[src/common/nvm_defines.svh]
`ifndef NVM_DEFINES_SVH
`define NVM_DEFINES_SVH

// register byte offsets
`define NVM_OFF_DATA_LOW     8'h00
`define NVM_OFF_DATA_HIGH    8'h04
`define NVM_OFF_ADDR_LOW     8'h08
`define NVM_OFF_ADDR_HIGH    8'h0c
`define NVM_OFF_CONTROL      8'h10
`define NVM_OFF_UNLOCK       8'h14
`define NVM_OFF_IRQ          8'h18

// control field positions
`define NVM_BIT_PROGRAM      7
`define NVM_BIT_CONFIG       6
`define NVM_BIT_LATCH_ONLY   5
`define NVM_BIT_ERASE        4
`define NVM_BIT_ERROR        3
`define NVM_BIT_ENABLE       2
`define NVM_BIT_WRITE        1
`define NVM_BIT_READ         0

// irq register field positions
`define NVM_BIT_DONE_FLAG    0
`define NVM_BIT_DONE_ENABLE  1

// unlock pattern
`define NVM_UNLOCK_FIRST     8'h55
`define NVM_UNLOCK_SECOND    8'haa

// config space map, low 15 address bits
`define NVM_CFG_USER_ID_LAST 15'h0003
`define NVM_CFG_DEVICE_ID    15'h0006
`define NVM_CFG_WORD_FIRST   15'h0007
`define NVM_CFG_WORD_LAST    15'h0008

// reset values
`define NVM_RESET_BYTE       8'h00
`define NVM_RESET_WORD       14'h0000

// self-timed operation length, cycles of aclk
`define NVM_OP_CYCLES        16'd100
`define NVM_LATCH_LAST       3'd7

`endif

[src/common/nvm_pkg.sv]
package nvm_pkg;

    typedef enum logic [4:0] {
        ST_IDLE  = 5'b00001,
        ST_READ  = 5'b00010,
        ST_ERASE = 5'b00100,
        ST_FLUSH = 5'b01000,
        ST_WAIT  = 5'b10000
    } state_e;

    typedef enum logic [1:0] {
        SPACE_EEPROM = 2'b00,
        SPACE_FLASH  = 2'b01,
        SPACE_CONFIG = 2'b10
    } space_e;

    typedef enum logic [1:0] {
        UNLOCK_NONE  = 2'b00,
        UNLOCK_FIRST = 2'b01,
        UNLOCK_ARMED = 2'b10
    } unlock_e;

endpackage

[src/core/nvm_eeprom_flash_control.sv]
// How it works
// - data low byte holds eeprom byte or low eight bits of a word.
// - data high holds word bits 13:8 in bits 5:0, top two read zero.
// - address high holds seven address bits, its top bit reads one.
// - program select bit set goes to flash, clear goes to eeprom.
// - config select bit set targets user id, device id and config words.
// - flash or config with latch-only set: write strobe only loads latches.
// - latch-only clear: load latch then program every latched word.
// - eeprom selected ignores latch-only, each strobe writes eeprom directly.
// - flash erase select makes strobe erase; hardware clears bit afterwards.
// - eeprom ignores erase select; each strobe erases then writes.
// - error flag set on refused strobe; clear means normal end.
// - with program enable clear, no erase or program is started.
// - write strobe starts timed operation, hardware clears it; zero writes ignored.
// - read strobe loads data pair in one cycle then clears itself.
// - unlock port is write-only, stores nothing, only tracks the sequence.
// - config space: user ids read/write, device id and config words read only.
// - config read outside the readable locations clears both data registers.
`timescale 1ns/1ns
`default_nettype none
`include "nvm_defines.svh"

module nvm_eeprom_flash_control
    import nvm_pkg::*;
#(
    parameter logic [15:0] OP_CYCLES = `NVM_OP_CYCLES
)
(
    // clock and reset
    input  wire logic        aclk,
    input  wire logic        aresetn,
    // axi4-lite write address
    input  wire logic [7:0]  awaddr,
    input  wire logic [2:0]  awprot,
    input  wire logic        awvalid,
    output var  logic        awready,
    // axi4-lite write data
    input  wire logic [31:0] wdata,
    input  wire logic [3:0]  wstrb,
    input  wire logic        wvalid,
    output var  logic        wready,
    // axi4-lite write response
    output var  logic [1:0]  bresp,
    output var  logic        bvalid,
    input  wire logic        bready,
    // axi4-lite read address
    input  wire logic [7:0]  araddr,
    input  wire logic [2:0]  arprot,
    input  wire logic        arvalid,
    output var  logic        arready,
    // axi4-lite read data
    output var  logic [31:0] rdata,
    output var  logic [1:0]  rresp,
    output var  logic        rvalid,
    input  wire logic        rready,
    // nonvolatile array side
    output var  logic        mem_read_en,
    output var  logic        mem_erase_en,
    output var  logic        mem_write_en,
    output var  logic [1:0]  mem_space,
    output var  logic [14:0] mem_addr,
    output var  logic [13:0] mem_wdata,
    input  wire logic [13:0] mem_rdata,
    // completion interrupt
    output var  logic        nvm_done_irq
);

    // register state
    logic [7:0]  nvm_data_low;
    logic [5:0]  nvm_data_high;
    logic [7:0]  nvm_address_low;
    logic [6:0]  nvm_address_high;
    logic [5:0]  ctl_mode;
    logic        sequence_error_flag;
    logic        write_strobe;
    logic        read_strobe;
    logic        nvm_done_flag;
    logic        nvm_done_irq_enable;
    unlock_e     unlock_stage;
    state_e      state;
    logic [15:0] timer;
    logic [2:0]  flush_idx;
    logic        op_is_erase;
    logic        read_cfg_ok;
    logic [13:0] write_latch [0:7];

    // ctl_mode holds bits 7:4 and 2 of the control register; ctl_mode[1] is unused
    wire program_space_select = ctl_mode[5];
    wire config_space_select  = ctl_mode[4];
    wire program_enable       = ctl_mode[0];

    // write channel: address and data taken together in one cycle
    wire       w_fire   = awready && awvalid && wvalid;
    wire       lane0    = wstrb[0];
    wire [7:0] wbyte    = wdata[7:0];
    wire       busy     = (state != ST_IDLE);
    wire       hit_dl   = w_fire && lane0 && awaddr == `NVM_OFF_DATA_LOW;
    wire       hit_dh   = w_fire && lane0 && awaddr == `NVM_OFF_DATA_HIGH;
    wire       hit_al   = w_fire && lane0 && awaddr == `NVM_OFF_ADDR_LOW;
    wire       hit_ah   = w_fire && lane0 && awaddr == `NVM_OFF_ADDR_HIGH;
    wire       hit_ctl  = w_fire && lane0 && awaddr == `NVM_OFF_CONTROL;
    wire       hit_unl  = w_fire && lane0 && awaddr == `NVM_OFF_UNLOCK;
    wire       hit_irq  = w_fire && lane0 && awaddr == `NVM_OFF_IRQ;
    wire       w_mapped = awaddr == `NVM_OFF_DATA_LOW
                       || awaddr == `NVM_OFF_DATA_HIGH
                       || awaddr == `NVM_OFF_ADDR_LOW
                       || awaddr == `NVM_OFF_ADDR_HIGH
                       || awaddr == `NVM_OFF_CONTROL
                       || awaddr == `NVM_OFF_UNLOCK
                       || awaddr == `NVM_OFF_IRQ;

    // while an operation runs the data, address and control
    // registers are frozen, as the core would be halted
    wire       reg_wr_ok = !busy;

    // full address and config space map
    wire [14:0] full_addr = {nvm_address_high, nvm_address_low};
    wire cfg_writable = full_addr <= `NVM_CFG_USER_ID_LAST;
    wire cfg_readable = cfg_writable
                     || full_addr == `NVM_CFG_DEVICE_ID
                     || (full_addr >= `NVM_CFG_WORD_FIRST
                         && full_addr <= `NVM_CFG_WORD_LAST);

    // control write: the written mode bits govern the strobe
    wire new_program = wdata[`NVM_BIT_PROGRAM];
    wire new_config  = wdata[`NVM_BIT_CONFIG];
    wire new_latch   = wdata[`NVM_BIT_LATCH_ONLY];
    wire new_erase   = wdata[`NVM_BIT_ERASE];
    wire new_enable  = wdata[`NVM_BIT_ENABLE];
    wire new_flash   = new_program || new_config;
    wire [1:0] new_space = new_config  ? SPACE_CONFIG
                         : new_program ? SPACE_FLASH
                         : SPACE_EEPROM;

    // a zero written to a strobe bit does nothing
    wire wr_attempt = hit_ctl && reg_wr_ok && wdata[`NVM_BIT_WRITE];
    wire wr_accept  = wr_attempt
                   && unlock_stage == UNLOCK_ARMED
                   && new_enable
                   && (!new_config || cfg_writable);
    wire wr_refused = wr_attempt && !wr_accept;
    wire rd_attempt = hit_ctl && reg_wr_ok && wdata[`NVM_BIT_READ]
                   && !wr_attempt;

    // strobe kind on acceptance
    wire latch_load  = wr_accept && new_flash && !new_erase;
    wire start_latch = latch_load && new_latch;
    wire start_flush = latch_load && !new_latch;
    wire start_ferase = wr_accept && new_flash && new_erase;
    wire start_eeprom = wr_accept && !new_flash;
    wire timer_done   = (timer == 16'd0);
    wire op_finish    = state == ST_WAIT && timer_done;

    // read channel decode
    wire ar_fire = arready && arvalid;
    wire [7:0] ctl_read = {ctl_mode[5:2], sequence_error_flag,
                           ctl_mode[0], write_strobe, read_strobe};
    wire [7:0] rd_byte =
        araddr == `NVM_OFF_DATA_LOW  ? nvm_data_low
      : araddr == `NVM_OFF_DATA_HIGH ? {2'b00, nvm_data_high}
      : araddr == `NVM_OFF_ADDR_LOW  ? nvm_address_low
      : araddr == `NVM_OFF_ADDR_HIGH ? {1'b1, nvm_address_high}
      : araddr == `NVM_OFF_CONTROL   ? ctl_read
      : araddr == `NVM_OFF_IRQ       ? {6'h00, nvm_done_irq_enable,
                                        nvm_done_flag}
      : 8'h00; // unlock port has no storage
    wire w_mapped_rd = araddr == `NVM_OFF_DATA_LOW
                    || araddr == `NVM_OFF_DATA_HIGH
                    || araddr == `NVM_OFF_ADDR_LOW
                    || araddr == `NVM_OFF_ADDR_HIGH
                    || araddr == `NVM_OFF_CONTROL
                    || araddr == `NVM_OFF_UNLOCK
                    || araddr == `NVM_OFF_IRQ;
    wire r_mapped = w_mapped_rd;

    // next values for flags; hardware set wins over software clear
    wire next_error = wr_refused ? 1'b1
                    : (hit_ctl && reg_wr_ok) ? wdata[`NVM_BIT_ERROR]
                    : op_finish ? 1'b0
                    : sequence_error_flag;
    wire next_done  = op_finish ? 1'b1
                    : (hit_irq && wdata[`NVM_BIT_DONE_FLAG]) ? 1'b0
                    : nvm_done_flag;

    // read data is taken in the same cycle as the array read pulse
    wire [13:0] fetched = (mem_space == SPACE_CONFIG && !read_cfg_ok)
                        ? 14'h0000 : mem_rdata;

    // axi write handshake; both readies rise together
    always_ff @(posedge aclk)
    begin
        if (!aresetn)
        begin
            awready <= 1'b0;
            wready  <= 1'b0;
            bvalid  <= 1'b0;
            bresp   <= 2'b00;
        end
        else
        begin
            awready <= !awready && !bvalid && awvalid && wvalid;
            wready  <= !awready && !bvalid && awvalid && wvalid;
            if (w_fire)
            begin
                bvalid <= 1'b1;
                bresp  <= w_mapped ? 2'b00 : 2'b10;
            end
            else if (bready)
                bvalid <= 1'b0;
        end
    end

    // axi read handshake
    always_ff @(posedge aclk)
    begin
        if (!aresetn)
        begin
            arready <= 1'b0;
            rvalid  <= 1'b0;
            rdata   <= 32'h00000000;
            rresp   <= 2'b00;
        end
        else
        begin
            arready <= !arready && !rvalid && arvalid;
            if (ar_fire)
            begin
                rvalid <= 1'b1;
                rdata  <= {24'h000000, rd_byte};
                rresp  <= r_mapped ? 2'b00 : 2'b10;
            end
            else if (rready)
                rvalid <= 1'b0;
        end
    end

    // unlock tracker: any other write between breaks the sequence
    always_ff @(posedge aclk)
    begin
        if (!aresetn)
            unlock_stage <= UNLOCK_NONE;
        else if (hit_unl && wbyte == `NVM_UNLOCK_FIRST)
            unlock_stage <= UNLOCK_FIRST;
        else if (hit_unl && wbyte == `NVM_UNLOCK_SECOND
                 && unlock_stage == UNLOCK_FIRST)
            unlock_stage <= UNLOCK_ARMED;
        else if (w_fire)
            unlock_stage <= UNLOCK_NONE;
    end

    // address registers
    always_ff @(posedge aclk)
    begin
        if (!aresetn)
        begin
            nvm_address_low  <= `NVM_RESET_BYTE;
            nvm_address_high <= 7'h00;
        end
        else
        begin
            if (hit_al && reg_wr_ok)
                nvm_address_low <= wbyte;
            if (hit_ah && reg_wr_ok)
                nvm_address_high <= wbyte[6:0];
        end
    end

    // data pair: software writes or array reads
    always_ff @(posedge aclk)
    begin
        if (!aresetn)
        begin
            nvm_data_low  <= `NVM_RESET_BYTE;
            nvm_data_high <= 6'h00;
        end
        else if (state == ST_READ)
        begin
            nvm_data_low  <= fetched[7:0];
            nvm_data_high <= fetched[13:8];
        end
        else
        begin
            if (hit_dl && reg_wr_ok)
                nvm_data_low <= wbyte;
            if (hit_dh && reg_wr_ok)
                nvm_data_high <= wbyte[5:0];
        end
    end

    // write latches for one eight-word row
    genvar gi;
    generate
        for (gi = 0; gi < 8; gi = gi + 1)
        begin : g_latch
            always_ff @(posedge aclk)
            begin
                if (!aresetn)
                    write_latch[gi] <= `NVM_RESET_WORD;
                else if (latch_load && nvm_address_low[2:0] == gi)
                    write_latch[gi] <= {nvm_data_high, nvm_data_low};
            end
        end
    endgenerate

    // control register and flags
    always_ff @(posedge aclk)
    begin
        if (!aresetn)
        begin
            ctl_mode            <= 6'h00;
            sequence_error_flag <= 1'b0;
            nvm_done_flag       <= 1'b0;
            nvm_done_irq_enable <= 1'b0;
            nvm_done_irq        <= 1'b0;
        end
        else
        begin
            if (hit_ctl && reg_wr_ok)
            begin
                ctl_mode[5:2] <= wdata[7:4];
                ctl_mode[0]   <= new_enable;
            end
            else if (op_finish && op_is_erase)
                ctl_mode[2] <= 1'b0;
            sequence_error_flag <= next_error;
            nvm_done_flag       <= next_done;
            if (hit_irq)
                nvm_done_irq_enable <= wdata[`NVM_BIT_DONE_ENABLE];
            nvm_done_irq <= next_done && nvm_done_irq_enable;
        end
    end

    // operation sequencer and array strobes
    always_ff @(posedge aclk)
    begin
        if (!aresetn)
        begin
            state        <= ST_IDLE;
            timer        <= 16'd0;
            flush_idx    <= 3'd0;
            op_is_erase  <= 1'b0;
            read_cfg_ok  <= 1'b0;
            write_strobe <= 1'b0;
            read_strobe  <= 1'b0;
            mem_read_en  <= 1'b0;
            mem_erase_en <= 1'b0;
            mem_write_en <= 1'b0;
            mem_space    <= SPACE_EEPROM;
            mem_addr     <= 15'h0000;
            mem_wdata    <= `NVM_RESET_WORD;
        end
        else
        begin
            mem_read_en  <= 1'b0;
            mem_erase_en <= 1'b0;
            mem_write_en <= 1'b0;
            case (state)
                ST_IDLE:
                begin
                    mem_space <= new_space;
                    if (rd_attempt)
                    begin
                        state       <= ST_READ;
                        read_strobe <= 1'b1;
                        read_cfg_ok <= cfg_readable;
                        mem_read_en <= 1'b1;
                        mem_addr    <= full_addr;
                    end
                    else if (start_flush)
                    begin
                        state        <= ST_FLUSH;
                        write_strobe <= 1'b1;
                        op_is_erase  <= 1'b0;
                        flush_idx    <= 3'd0;
                    end
                    else if (start_ferase)
                    begin
                        state        <= ST_WAIT;
                        write_strobe <= 1'b1;
                        op_is_erase  <= 1'b1;
                        timer        <= OP_CYCLES;
                        mem_erase_en <= 1'b1;
                        mem_addr     <= {full_addr[14:3], 3'd0};
                    end
                    else if (start_eeprom)
                    begin
                        state        <= ST_ERASE;
                        write_strobe <= 1'b1;
                        op_is_erase  <= 1'b0;
                        timer        <= OP_CYCLES;
                        mem_erase_en <= 1'b1;
                        mem_addr     <= full_addr;
                        mem_wdata    <= {6'h00, nvm_data_low};
                    end
                end
                ST_READ:
                begin
                    state       <= ST_IDLE;
                    read_strobe <= 1'b0;
                end
                ST_ERASE:
                begin
                    timer <= timer - 16'd1;
                    if (timer_done)
                    begin
                        state        <= ST_WAIT;
                        timer        <= OP_CYCLES;
                        mem_write_en <= 1'b1;
                    end
                end
                ST_FLUSH:
                begin
                    mem_write_en <= 1'b1;
                    mem_addr     <= {full_addr[14:3], flush_idx};
                    mem_wdata    <= write_latch[flush_idx];
                    flush_idx    <= flush_idx + 3'd1;
                    if (flush_idx == `NVM_LATCH_LAST)
                    begin
                        state <= ST_WAIT;
                        timer <= OP_CYCLES;
                    end
                end
                ST_WAIT:
                begin
                    timer <= timer - 16'd1;
                    if (timer_done)
                    begin
                        state        <= ST_IDLE;
                        write_strobe <= 1'b0;
                    end
                end
                default:
                begin
                    state        <= ST_IDLE;
                    write_strobe <= 1'b0;
                    read_strobe  <= 1'b0;
                end
            endcase
        end
    end

    // protection bits carry no meaning in this block
    wire unused_ok = &{1'b0, awprot, arprot, wdata[31:8], wstrb[3:1],
                       program_space_select, config_space_select,
                       program_enable, start_latch, ctl_mode[1]};

endmodule

`default_nettype wire

[config.mk]
export PLATFORM = sky130hd
export DESIGN_NAME = nvm_eeprom_flash_control
export DESIGN_NICKNAME = d
export VERILOG_FILES = /design/src/common/nvm_pkg.sv /design/src/core/nvm_eeprom_flash_control.sv
export VERILOG_INCLUDE_DIRS = /design/src /design/src/common
export SDC_FILE = /design/constraint.sdc
export NUM_CORES = 1
export LEC_CHECK = 0
export BUFFER_PORTS_ARGS = -buffer_cell sky130_fd_sc_hd__buf_2
export CORE_ASPECT_RATIO = 0.7
export CORE_UTILIZATION = 57
export CTS_CLUSTER_DIAMETER = 80
export DETAILED_ROUTE_END_ITERATION = 16
export PLACE_DENSITY = 0.79
export SLEW_MARGIN = 20
export SYNTH_ARGS = -nofsm -noshare
export SYNTH_HDL_FRONTEND = slang
export SYNTH_SLANG_ARGS = --single-unit
[constraint.sdc]
create_clock -name aclk -period 11.1 [get_ports aclk]
set_input_delay 0.555 -clock aclk [delete_from_list [all_inputs] [get_ports aclk]]
set_output_delay 0.555 -clock aclk [all_outputs]
set_load 0.01 [all_outputs]
==> results of run 1 <==
## per-stage QoR
stage | cell area [µm²] | total power (µW) | setup WS [ns]
finish | 12300 | 1740 | 7.55
global route | 12300 | 1790 | 7.43
CTS | 12300 | 1750 | 7.69
detailed placement | 11500 | 1010 | 7.38
global placement | 11500 | 1010 | 7.43
floorplan | 11100 | 986 | 7.24
## power breakdown
group | switching [µW] | internal, µW | total (µW)
combinational | 48.9 | 24.6 | 73.6
sequential | 7.04 | 913 | 920
clock | 318 | 429 | 748
total | 374 | 1370 | 1740
## layout by cell type, fill, tap and decap left out, drive strengths merged, types with 11 or more instances in the layout
cell type / Yosys / routed
clkbuf: 61 / 32
o21ai: 47 / 47
edfxtp: 112 / 112
nor3: 27 / 27
and3: 30 / 30
a21oi: 57 / 57
dfxtp: 119 / 119
mux2i: 53 / 53
nand2: 104 / 104
inv: 15 / 17
mux2: 11 / 11
nor4: 11 / 11
buf: 36 / 109
mux4: 29 / 29
conb: 1 / 26
nand3: 16 / 16
nor2: 56 / 56
and2: 89 / 89
## cell type report
class / count / area, µm²
repair buffers: 109 / 581
fillers: 1478 / 6650
clock buffers: 32 / 649
well taps: 242 / 303
inverters: 15 / 56.3
clock inverters: 8 / 62.6
flip-flops and latches: 231 / 5750
multi-input cells: 710 / 4870
## final timing paths
kind	to	slack [ns]
hold / removal	nvm_data_low[2]$_SDFFE_PN0P_	0.25
setup / recovery	write_latch[2][7]$_SDFFCE_PN0P_	7.55
setup reg to reg	write_latch[2][7]$_SDFFCE_PN0P_	7.55
hold reg to reg	wready$_SDFF_PN0_	0.45
## worst max-delay path, stage by stage (launching register included)
cell     delay, ns
dfxtp_1       0.38
nand3_1       0.35
nor4_2        1.02
nand3_1       0.26
or4b_2        0.75
o21ai_1       0.19
buf_4         0.27
## registers in the layout (all words and copies together) (netlist names), 2 cells and up, named ones only
name              count
ctl_mode              5
flush_idx             3
mem_addr             15
mem_space             2
mem_wdata            14
nvm_address_high      7
nvm_address_low       8
nvm_data_high         6
nvm_data_low          8
rdata                 8
state                 5
timer                16
unlock_stage          2
write_latch         112
## cells by family after synthesis
group           share of synthesized area [%]
simple gates                             19.0
flops                                    52.0
buf+inv                                  4.85
compound gates                           11.8
fa+ha+maj                               0.340
xor+xnor                                0.159
mux                                      11.8
other cells                            0.0340
## layer usage
metal / track usage (%) / vias up / share of wire [%]
li1: - / 3851 / -
met5: 0 / - / 0
met4: 5.51 / 0 / 1.8
met3: 6.90 / 49 / 12
met1: 43.6 / 4013 / 44
met2: 39.7 / 458 / 42
==> results by group, run 1 <==
Floorplan
  – IO Count: 155
  – Initial Util: 58.4%
  – Die width: 168 µm
  – Die area: 19900 µm²
  – Chip height: 118 µm
  – Core ar.: 18900 µm²
  – Rows: 42

Clocking
  – CTS Buffer Depth: 3
  – CTS tree: built
  – Clk sinks: 231
  – CTS root buf: clkbuf_16
  – Worst skew pair latency: 0.50 ns
  – H-Tree Level Count: 1
  – Post-CTS setup buffers: 0
  – Post-cts sizing count: 0
  – CTS Buf Count: 22
  – Clk slew on worst S/H paths: 0.06 ns
  – Hold_buf cts: 0

Drt
  – DRT Pass-1 Iters: 6
  – WL/cell: 20.8 µm
  – Via count: 8371
  – Iter 0 DRT Violations: 1026
  – Routed WL: 28.0 mm
  – Vias per inst: 6.21
  – Detail Route Antenna Nets: 0
  – DR DRC count: 0

Placed design
  – Cells after DPL: 1307
  – Placer Congestion: 0.939
  – HPWL Detailed: 18.8 mm
  – Input/output buffers: 95

Min path
  – Hold Path Stages: 3
  – Hold Path Origin: mem_rdata[2]
  – Min-Delay Path Class: in2reg

Yosys
  – Predominant post-synthesis flop cell: dfxtp_1
  – Commonest cells in the netlist: dfxtp_1 (119), edfxtp_1 (112), nand2_1 (104), and2_1 (86), clkbuf_1 (61)
  – Area contributors post-synth: edfxtp_1 (30%), dfxtp_1 (22%), mux4_2 (5.9%), and2_1 (4.9%), mux2i_1 (4.8%)
  – FFs w/ async S/R, synth: 0%
  – Most frequent cell after synthesis: dfxtp_1
  – Avg Inst Size Synth: 10.7 µm²
  – Synth area leader: edfxtp_1
  – Warnings, synthesis: 0
  – Top cell type's share of synthesized area: 30.5%
  – Mapped cell area: 11000 µm²
  – Netlist cell types: 76
  – Mapped Cells: 1028
  – FF+latch count, synth: 231
  – Post-synth EDFFs: 112
  – Sequential share of the synthesized area: 52.0%

Global routing
  – Initial antenna violation count: 0
  – Gr usage total: 28.1%
  – Total grt overflow: 0
  – Largest net degree at the start of global routing: 70
  – Vias in the first global route: 7546
  – First-pass GRT wire length: 42.7 mm

Worst setup path
  – Launching point of the worst reg2reg path: wready$_SDFF_PN0_
  – WP data arrival: 3.73 ns
  – Critical path required time: 11.29 ns
  – Worst Path Max Fanout: 14
  – Crit. Startpoint: wready$_SDFF_PN0_
  – Crit start category: flip-flop
  – Crit Path Class: reg2reg
  – Worst reg2reg path depth: 6
  – CP endpoint kind: flip-flop

Final layout
  – # nets final: 1171
  – Layout area overhead: 11.1%
  – Non-Filler Instances: 1347
  – Layout cell share with drive strength beyond 1: 18.7%
  – Antenna diodes: 0
  – Finished Core Util: 64.9%

STA
  – Worst hold slack: 0.248 ns
  – Max Fclk: 282 MHz
  – Final period util: 31.9%
  – Final hold violation count: 0
  – Setup TNS: 0 ns
  – RSZ-0062 raised after global routing: false
  – Skew final: 0.0102 ns
  – Worst-Margin Slew: 1.09 ns
  – Max-slew headroom: 27.1%
  – Fin. max-slew vios: 0
  – Finish-stage setup viols: 0
  – Clock period minus worst slack: 3.55 ns

Power and ir drop
  – Power density over the cells: 142 nW/µm²
  – Pleak: 0.00449 µW
  – Maximum vdd drop: 0.0888 mV

Flow run
  – Max Cap Violations: 0

Status
  – Outcome: complete, no violations
No activity file was read; power rests on OpenSTA's default activity.
==> run 2, diff against run 1 <==
- clock period: 11.1 -> 3.4 ns (I/O delays scaled with it)
==> results by group, run 2 (synthesis gave the netlist of run 1 again) <==
Status
  – Outcome: complete, no violations

Worst setup path
  – Crit. Startpoint: wready$_SDFF_PN0_
  – CP max stage delay: 0.70 ns
  – Critical path required time: 3.83 ns
  – CP delay by family, top: simple AND/OR/NAND/NOR gates
  – CP Capture Point: mem_addr[3]$_SDFFE_PN0P_
  – Worst R2R Setup Slack: 0.48 ns
  – Terminus of the critical flop-to-flop path: mem_addr[3]$_SDFFE_PN0P_
  – Worst Path Max Fanout: 12
  – Buffers plus inverters on the worst setup path: 2
  – Top cell by count, worst path: buf_4
  – Crit. path cell count: 7
  – Slowest cell on crit path: or4_1
  – CP endpoint kind: flip-flop
  – Launching point of the worst reg2reg path: wready$_SDFF_PN0_
  – Crit start category: flip-flop
  – CP cell instances: nand3_1, or4_1, a2111o_1, buf_4, a21oi_2, buf_4, mux2i_1
  – Crit Path Class: reg2reg
  – Worst reg2reg path depth: 7
  – WP data arrival: 3.35 ns

STA
  – Finish-stage setup viols: 0
  – Clock period minus worst slack: 2.92 ns
  – Max-slew headroom: 27.9%
  – Fin. max-slew vios: 0
  – Skew final: 0.0105 ns
  – Max Fclk: 342 MHz
  – RSZ-0062 raised after global routing: false
  – Worst-Margin Slew: 1.08 ns
  – Final period util: 86.0%
  – Final hold violation count: 0
  – Setup TNS: 0 ns
  – Worst hold slack: 0.0289 ns

Clocking
  – Clk sinks: 231
  – Post-CTS setup buffers: 0
  – CTS root buf: clkbuf_16
  – Worst skew pair latency: 0.51 ns
  – H-Tree Level Count: 1
  – Post-cts sizing count: 0
  – CTS Buffer Depth: 3
  – Hold_buf cts: 20
  – Clk slew on worst S/H paths: 0.07 ns
  – CTS tree: built
  – CTS Buf Count: 22

Final layout
  – Non-Filler Instances: 1395
  – Max reg flops: 112
  – Largest registers: write_latch (112), timer (16), mem_addr (15)
  – # nets final: 1219
  – Most frequent cells in the layout: dfxtp_1 (118), edfxtp_1 (112), nand2_1 (104)
  – Layout area overhead: 14.6%
  – Layout cell share with drive strength beyond 1: 20.6%
  – Commonest non-fill, non-tap cell in the layout: dfxtp_1
  – Biggest register: write_latch
  – Finished Core Util: 66.9%
  – Antenna diodes: 0

Global routing
  – Gr usage total: 29.2%
  – Initial antenna violation count: 2
  – Largest net degree at the start of global routing: 45
  – Vias in the first global route: 7961
  – Total grt overflow: 0
  – First-pass GRT wire length: 44.6 mm

Floorplan
  – IO Count: 155
  – Core ar.: 18900 µm²
  – Die area: 19900 µm²
  – Rows: 42
  – Die width: 168 µm
  – Chip height: 118 µm
  – Initial Util: 58.4%

Placed design
  – Placer Congestion: 0.951
  – Input/output buffers: 95
  – Cells after DPL: 1335
  – HPWL Detailed: 19.6 mm

Min path
  – Min-Delay Path Class: in2reg

Power and ir drop
  – Pleak: 0.00470 µW
  – Combinational fraction of design power: 4.6%
  – Total power: 5630 µW
  – Net Sw Power: 1230 µW
  – Power density over the cells: 445 nW/µm²
  – Sw Ratio: 21.8%
  – Register share of total power: 53.4%
  – Maximum vdd drop: 0.390 mV
  – Int Pwr: 4400 µW
  – Power share of the clock group: 42.0%

Drt
  – DRT Pass-1 Iters: 7
  – WL/cell: 20.8 µm
  – Iter 0 DRT Violations: 921
  – Routed WL: 29.0 mm
  – DR DRC count: 0
  – Detail Route Antenna Nets: 0
  – Vias per inst: 6.15
  – Via count: 8580

Flow run
  – Max Cap Violations: 0
run 2: how the worst min path moves through the flow:
stage	start	to	slack [ns]	cells after the start
2_1_floorplan	mem_rdata[8]	nvm_data_high[0]$_SDFFE_PN0P_	0.28	2
3_3_place_gp	mem_rdata[2]	nvm_data_low[2]$_SDFFE_PN0P_	0.37	3
3_5_place_dp	mem_rdata[2]	nvm_data_low[2]$_SDFFE_PN0P_	0.37	3
4_1_cts	araddr[1]	rdata[7]$_SDFFE_PN0P_	0.003	4
5_1_grt	wdata[2]	ctl_mode[0]$_SDFFE_PN0N_	0.04	3
6_report	araddr[1]	rdata[7]$_SDFFE_PN0P_	0.03	4
run 2: worst reg2reg max path, stage by stage, from the launching register on:
cell and delay [ns]:
dfxtp_1 0.38, nand3_1 0.24, or4_1 0.70, a2111o_1 0.56, buf_4 0.21, a21oi_2 0.24, buf_4 0.30, mux2i_1 0.24
run 2: through the flow:
stage / area [µm²] / setup slack [ns]
floorplan: 11100 / -0.140
global placement: 11800 / 0.473
detailed placement: 11800 / 0.449
CTS: 12700 / 0.559
global route: 12700 / 0.366
finish: 12700 / 0.477
run 2: cell type report:
| cell class | instances | area [µm²] |
|---|---|---|
| inverters | 15 | 56.3 |
| clock buffers | 30 | 642 |
| multi-input cells | 710 | 4860 |
| well taps | 242 | 303 |
| flip-flops and latches | 231 | 5750 |
| repair buffers | 157 | 991 |
| fillers | 1420 | 6260 |
| clock inverters | 10 | 56.3 |
run 2: per-layer routing:
metal	track usage, %	routed length, µm	up-vias
met5	0	27	-
met4	7.05	648	4
met3	8.87	3240	58
met2	42.3	12300	406
met1	42.9	12800	4163
li1	-	-	3949
run 2: power by group through the flow:
stage          combinational, µW  clock, µW  sequential, µW
2_1_floorplan                158          0            3060
3_5_place_dp                 237          0            3070
4_1_cts                      255       2390            3010
3_3_place_gp                 232          0            3060
5_1_grt                      280       2490            3010
6_report                     261       2360            3010
==> run 3, diff against run 2 <==
- ABC_AREA: default -> 1
==> results by group, run 3 <==
Worst setup path
  – Worst reg2reg path depth: 11
  – Worst R2R Setup Slack: 0.82 ns
  – WP data arrival: 2.73 ns
  – Crit Path Class: reg2reg
  – Critical path required time: 3.54 ns
  – Crit. Startpoint: state[3]$_SDFFE_PN0P_
  – Worst Path Max Fanout: 14
  – CP endpoint kind: flip-flop
  – Launching point of the worst reg2reg path: state[3]$_SDFFE_PN0P_
  – Crit start category: flip-flop
  – Terminus of the critical flop-to-flop path: write_latch[1][0]$_SDFFCE_PN0P_

Yosys
  – Synth area leader: edfxtp_1
  – Area contributors post-synth: edfxtp_1 (30%), dfxtp_1 (21%), nor2_1 (11%), o21ai_0 (5.5%), nand2_1 (5.2%)
  – Avg Inst Size Synth: 8.24 µm²
  – Sequential share of the synthesized area: 51.2%
  – Warnings, synthesis: 0
  – Commonest cells in the netlist: nor2_1 (338), nand2_1 (155), o21ai_0 (124), dfxtp_1 (119), inv_1 (117)
  – Netlist cell types: 47
  – Post-synth EDFFs: 112
  – Mapped Cells: 1362
  – FF+latch count, synth: 231
  – Predominant post-synthesis flop cell: dfxtp_1
  – FFs w/ async S/R, synth: 0%
  – Most frequent cell after synthesis: nor2_1
  – Mapped cell area: 11200 µm²
  – Top cell type's share of synthesized area: 30.0%

Placed design
  – HPWL Detailed: 20.4 mm
  – Input/output buffers: 95
  – Placer Congestion: 0.974
  – DP Worst Slack: 0.880 ns

Final layout
  – Layout area overhead: 12.7%
  – Max reg flops: 112
  – # nets final: 1537
  – Biggest register: write_latch
  – Largest registers: write_latch (112), timer (16), mem_addr (15)
  – Antenna diodes: 0
  – Layout cell share with drive strength beyond 1: 12.9%
  – Most frequent cells in the layout: nor2_1 (338), nand2_1 (155), o21ai_0 (118), dfxtp_1 (118), inv_1 (117)
  – Commonest non-fill, non-tap cell in the layout: nor2_1

Drt
  – DR DRC count: 0
  – Via count: 9787
  – Vias per inst: 5.64
  – Iter 0 DRT Violations: 1049
  – Routed WL: 30.6 mm
  – DRT Pass-1 Iters: 5
  – Detail Route Antenna Nets: 0
  – WL/cell: 17.6 µm

Global routing
  – Vias in the first global route: 8806
  – Largest net degree at the start of global routing: 68
  – First-pass GRT wire length: 47.6 mm
  – Gr usage total: 30.4%
  – Initial antenna violation count: 0
  – Total grt overflow: 0

Power and ir drop
  – Pleak: 0.00513 µW
  – Register share of total power: 52.3%
  – Power share of the clock group: 43.6%
  – Combinational fraction of design power: 4.1%
  – Sw Ratio: 22.1%
  – Int Pwr: 4470 µW
  – Maximum vdd drop: 0.293 mV
  – Net Sw Power: 1270 µW
  – Power density over the cells: 454 nW/µm²

Clocking
  – Clk slew on worst S/H paths: 0.06 ns
  – Worst skew pair latency: 0.52 ns
  – CTS Buf Count: 23
  – CTS tree: built
  – Post-CTS setup buffers: 0
  – CTS root buf: clkbuf_16
  – Clk sinks: 231
  – H-Tree Level Count: 1
  – CTS Buffer Depth: 3

Floorplan
  – IO Count: 155
  – Initial Util: 58.8%
  – Core ar.: 19100 µm²
  – Chip height: 119 µm
  – Rows: 42
  – Die width: 170 µm
  – Die area: 20300 µm²

STA
  – Fin. max-slew vios: 0
  – Max Fclk: 387 MHz
  – Clock period minus worst slack: 2.58 ns
  – Fin worst setup slack: 0.817 ns
  – Skew final: 0.0123 ns
  – Final period util: 76.0%
  – RSZ-0062 raised after global routing: false
  – Worst-Margin Slew: 1.03 ns
  – Final hold violation count: 0
  – Max-slew headroom: 30.9%
  – Setup TNS: 0 ns
  – Finish-stage setup viols: 0

Status
  – Outcome: complete, no violations

Min path
  – Hold Path Origin: araddr[3]
  – Hold Path Stages: 3
  – Hold Path End: rresp[1]$_SDFFE_PN0P_
  – Min-Delay Path Class: in2reg

Flow run
  – Max Cap Violations: 0
==> run 3: layer usage <==
metal | vias to the layer above | wire length [µm] | track usage (%)
met5 | - | 0 | 0
met4 | 0 | 595 | 6.93
met3 | 50 | 3440 | 5.78
met2 | 556 | 13000 | 45.0
met1 | 4516 | 13600 | 45.9
li1 | 4665 | - | -
==> run 3: worst max-delay path, stage by stage (launching register included) <==
cell and delay [ns]:
dfxtp_1 0.33, nor2_2 0.22, nand3_4 0.17, nor2_4 0.16, nand2_4 0.11, nor2_8 0.14
nand2_4 0.06, nor2_4 0.11, nand2_4 0.10, nor2_8 0.20, nand2_1 0.07, nand2_1 0.51
==> run 3: layout make-up <==
| class | instances | area [µm²] |
|---|---|---|
| well taps | 264 | 330 |
| repair buffers | 127 | 748 |
| clock inverters | 10 | 86.3 |
| fillers | 1567 | 6430 |
| flip-flops and latches | 231 | 5750 |
| multi-input cells | 935 | 4570 |
| inverters | 137 | 515 |
| clock buffers | 32 | 651 |
==> run 3: timing repair <==
action,in CTS,in global routing
resized for setup,0,0
hold buffers,13,0
endpoints found under the hold margin,13,0
==> run 3: how the worst max path moves through the flow <==
stage	cells past startpoint	slack, ns	end
final	11	0.82	write_latch[1][0]$_SDFFCE_PN0P_
after global routing	11	0.68	write_latch[1][1]$_SDFFCE_PN0P_
after CTS	11	0.85	write_latch[1][0]$_SDFFCE_PN0P_
after detailed placement	11	0.88	write_latch[1][6]$_SDFFCE_PN0P_
after global placement	11	0.92	write_latch[1][8]$_SDFFCE_PN0P_
after floorplan	10	0.45	write_latch[0][0]$_SDFFCE_PN0P_
==> run 3: logic make-up (layout without fill, tap and decap cells) <==
kind of cell,after synthesis,in the layout,synth area share (%)
other,1,26,0.0334
adder cells (fa/ha/maj),3,3,0.335
AO/OA/AOI/OAI,273,273,13.5
flip-flops,231,231,51.2
buffers and inverters,221,306,8.94
AND/OR/NAND/NOR,615,615,24.5
XOR/XNOR,10,10,0.781
multiplexers,8,8,0.714
==> run 3: per-stage QoR <==
step / instances / util [%] / cell area (µm²) / hold slack [ns] / power [µW]
after floorplan: 1387 / - / 11300 / 0.288 / 3210
after global placement: 1681 / 61.7 / 11800 / 0.406 / 3280
after detailed placement: 1681 / 61.7 / 11800 / 0.430 / 3280
after CTS: 1736 / 66.3 / 12600 / 0.000930 / 5750
after global routing: 1736 / 66.3 / 12600 / 0.00764 / 5900
final: 1736 / 66.3 / 12600 / 0.00842 / 5740
==> run 3: power by group through the flow <==
stage                     logic [µW]  clock network [µW]  registers, µW
final                            235                2500           3010
after global routing             256                2630           3010
after CTS                        229                2510           3010
after detailed placement         216                   0           3070
after global placement           213                   0           3060
after floorplan                  141                   0           3060
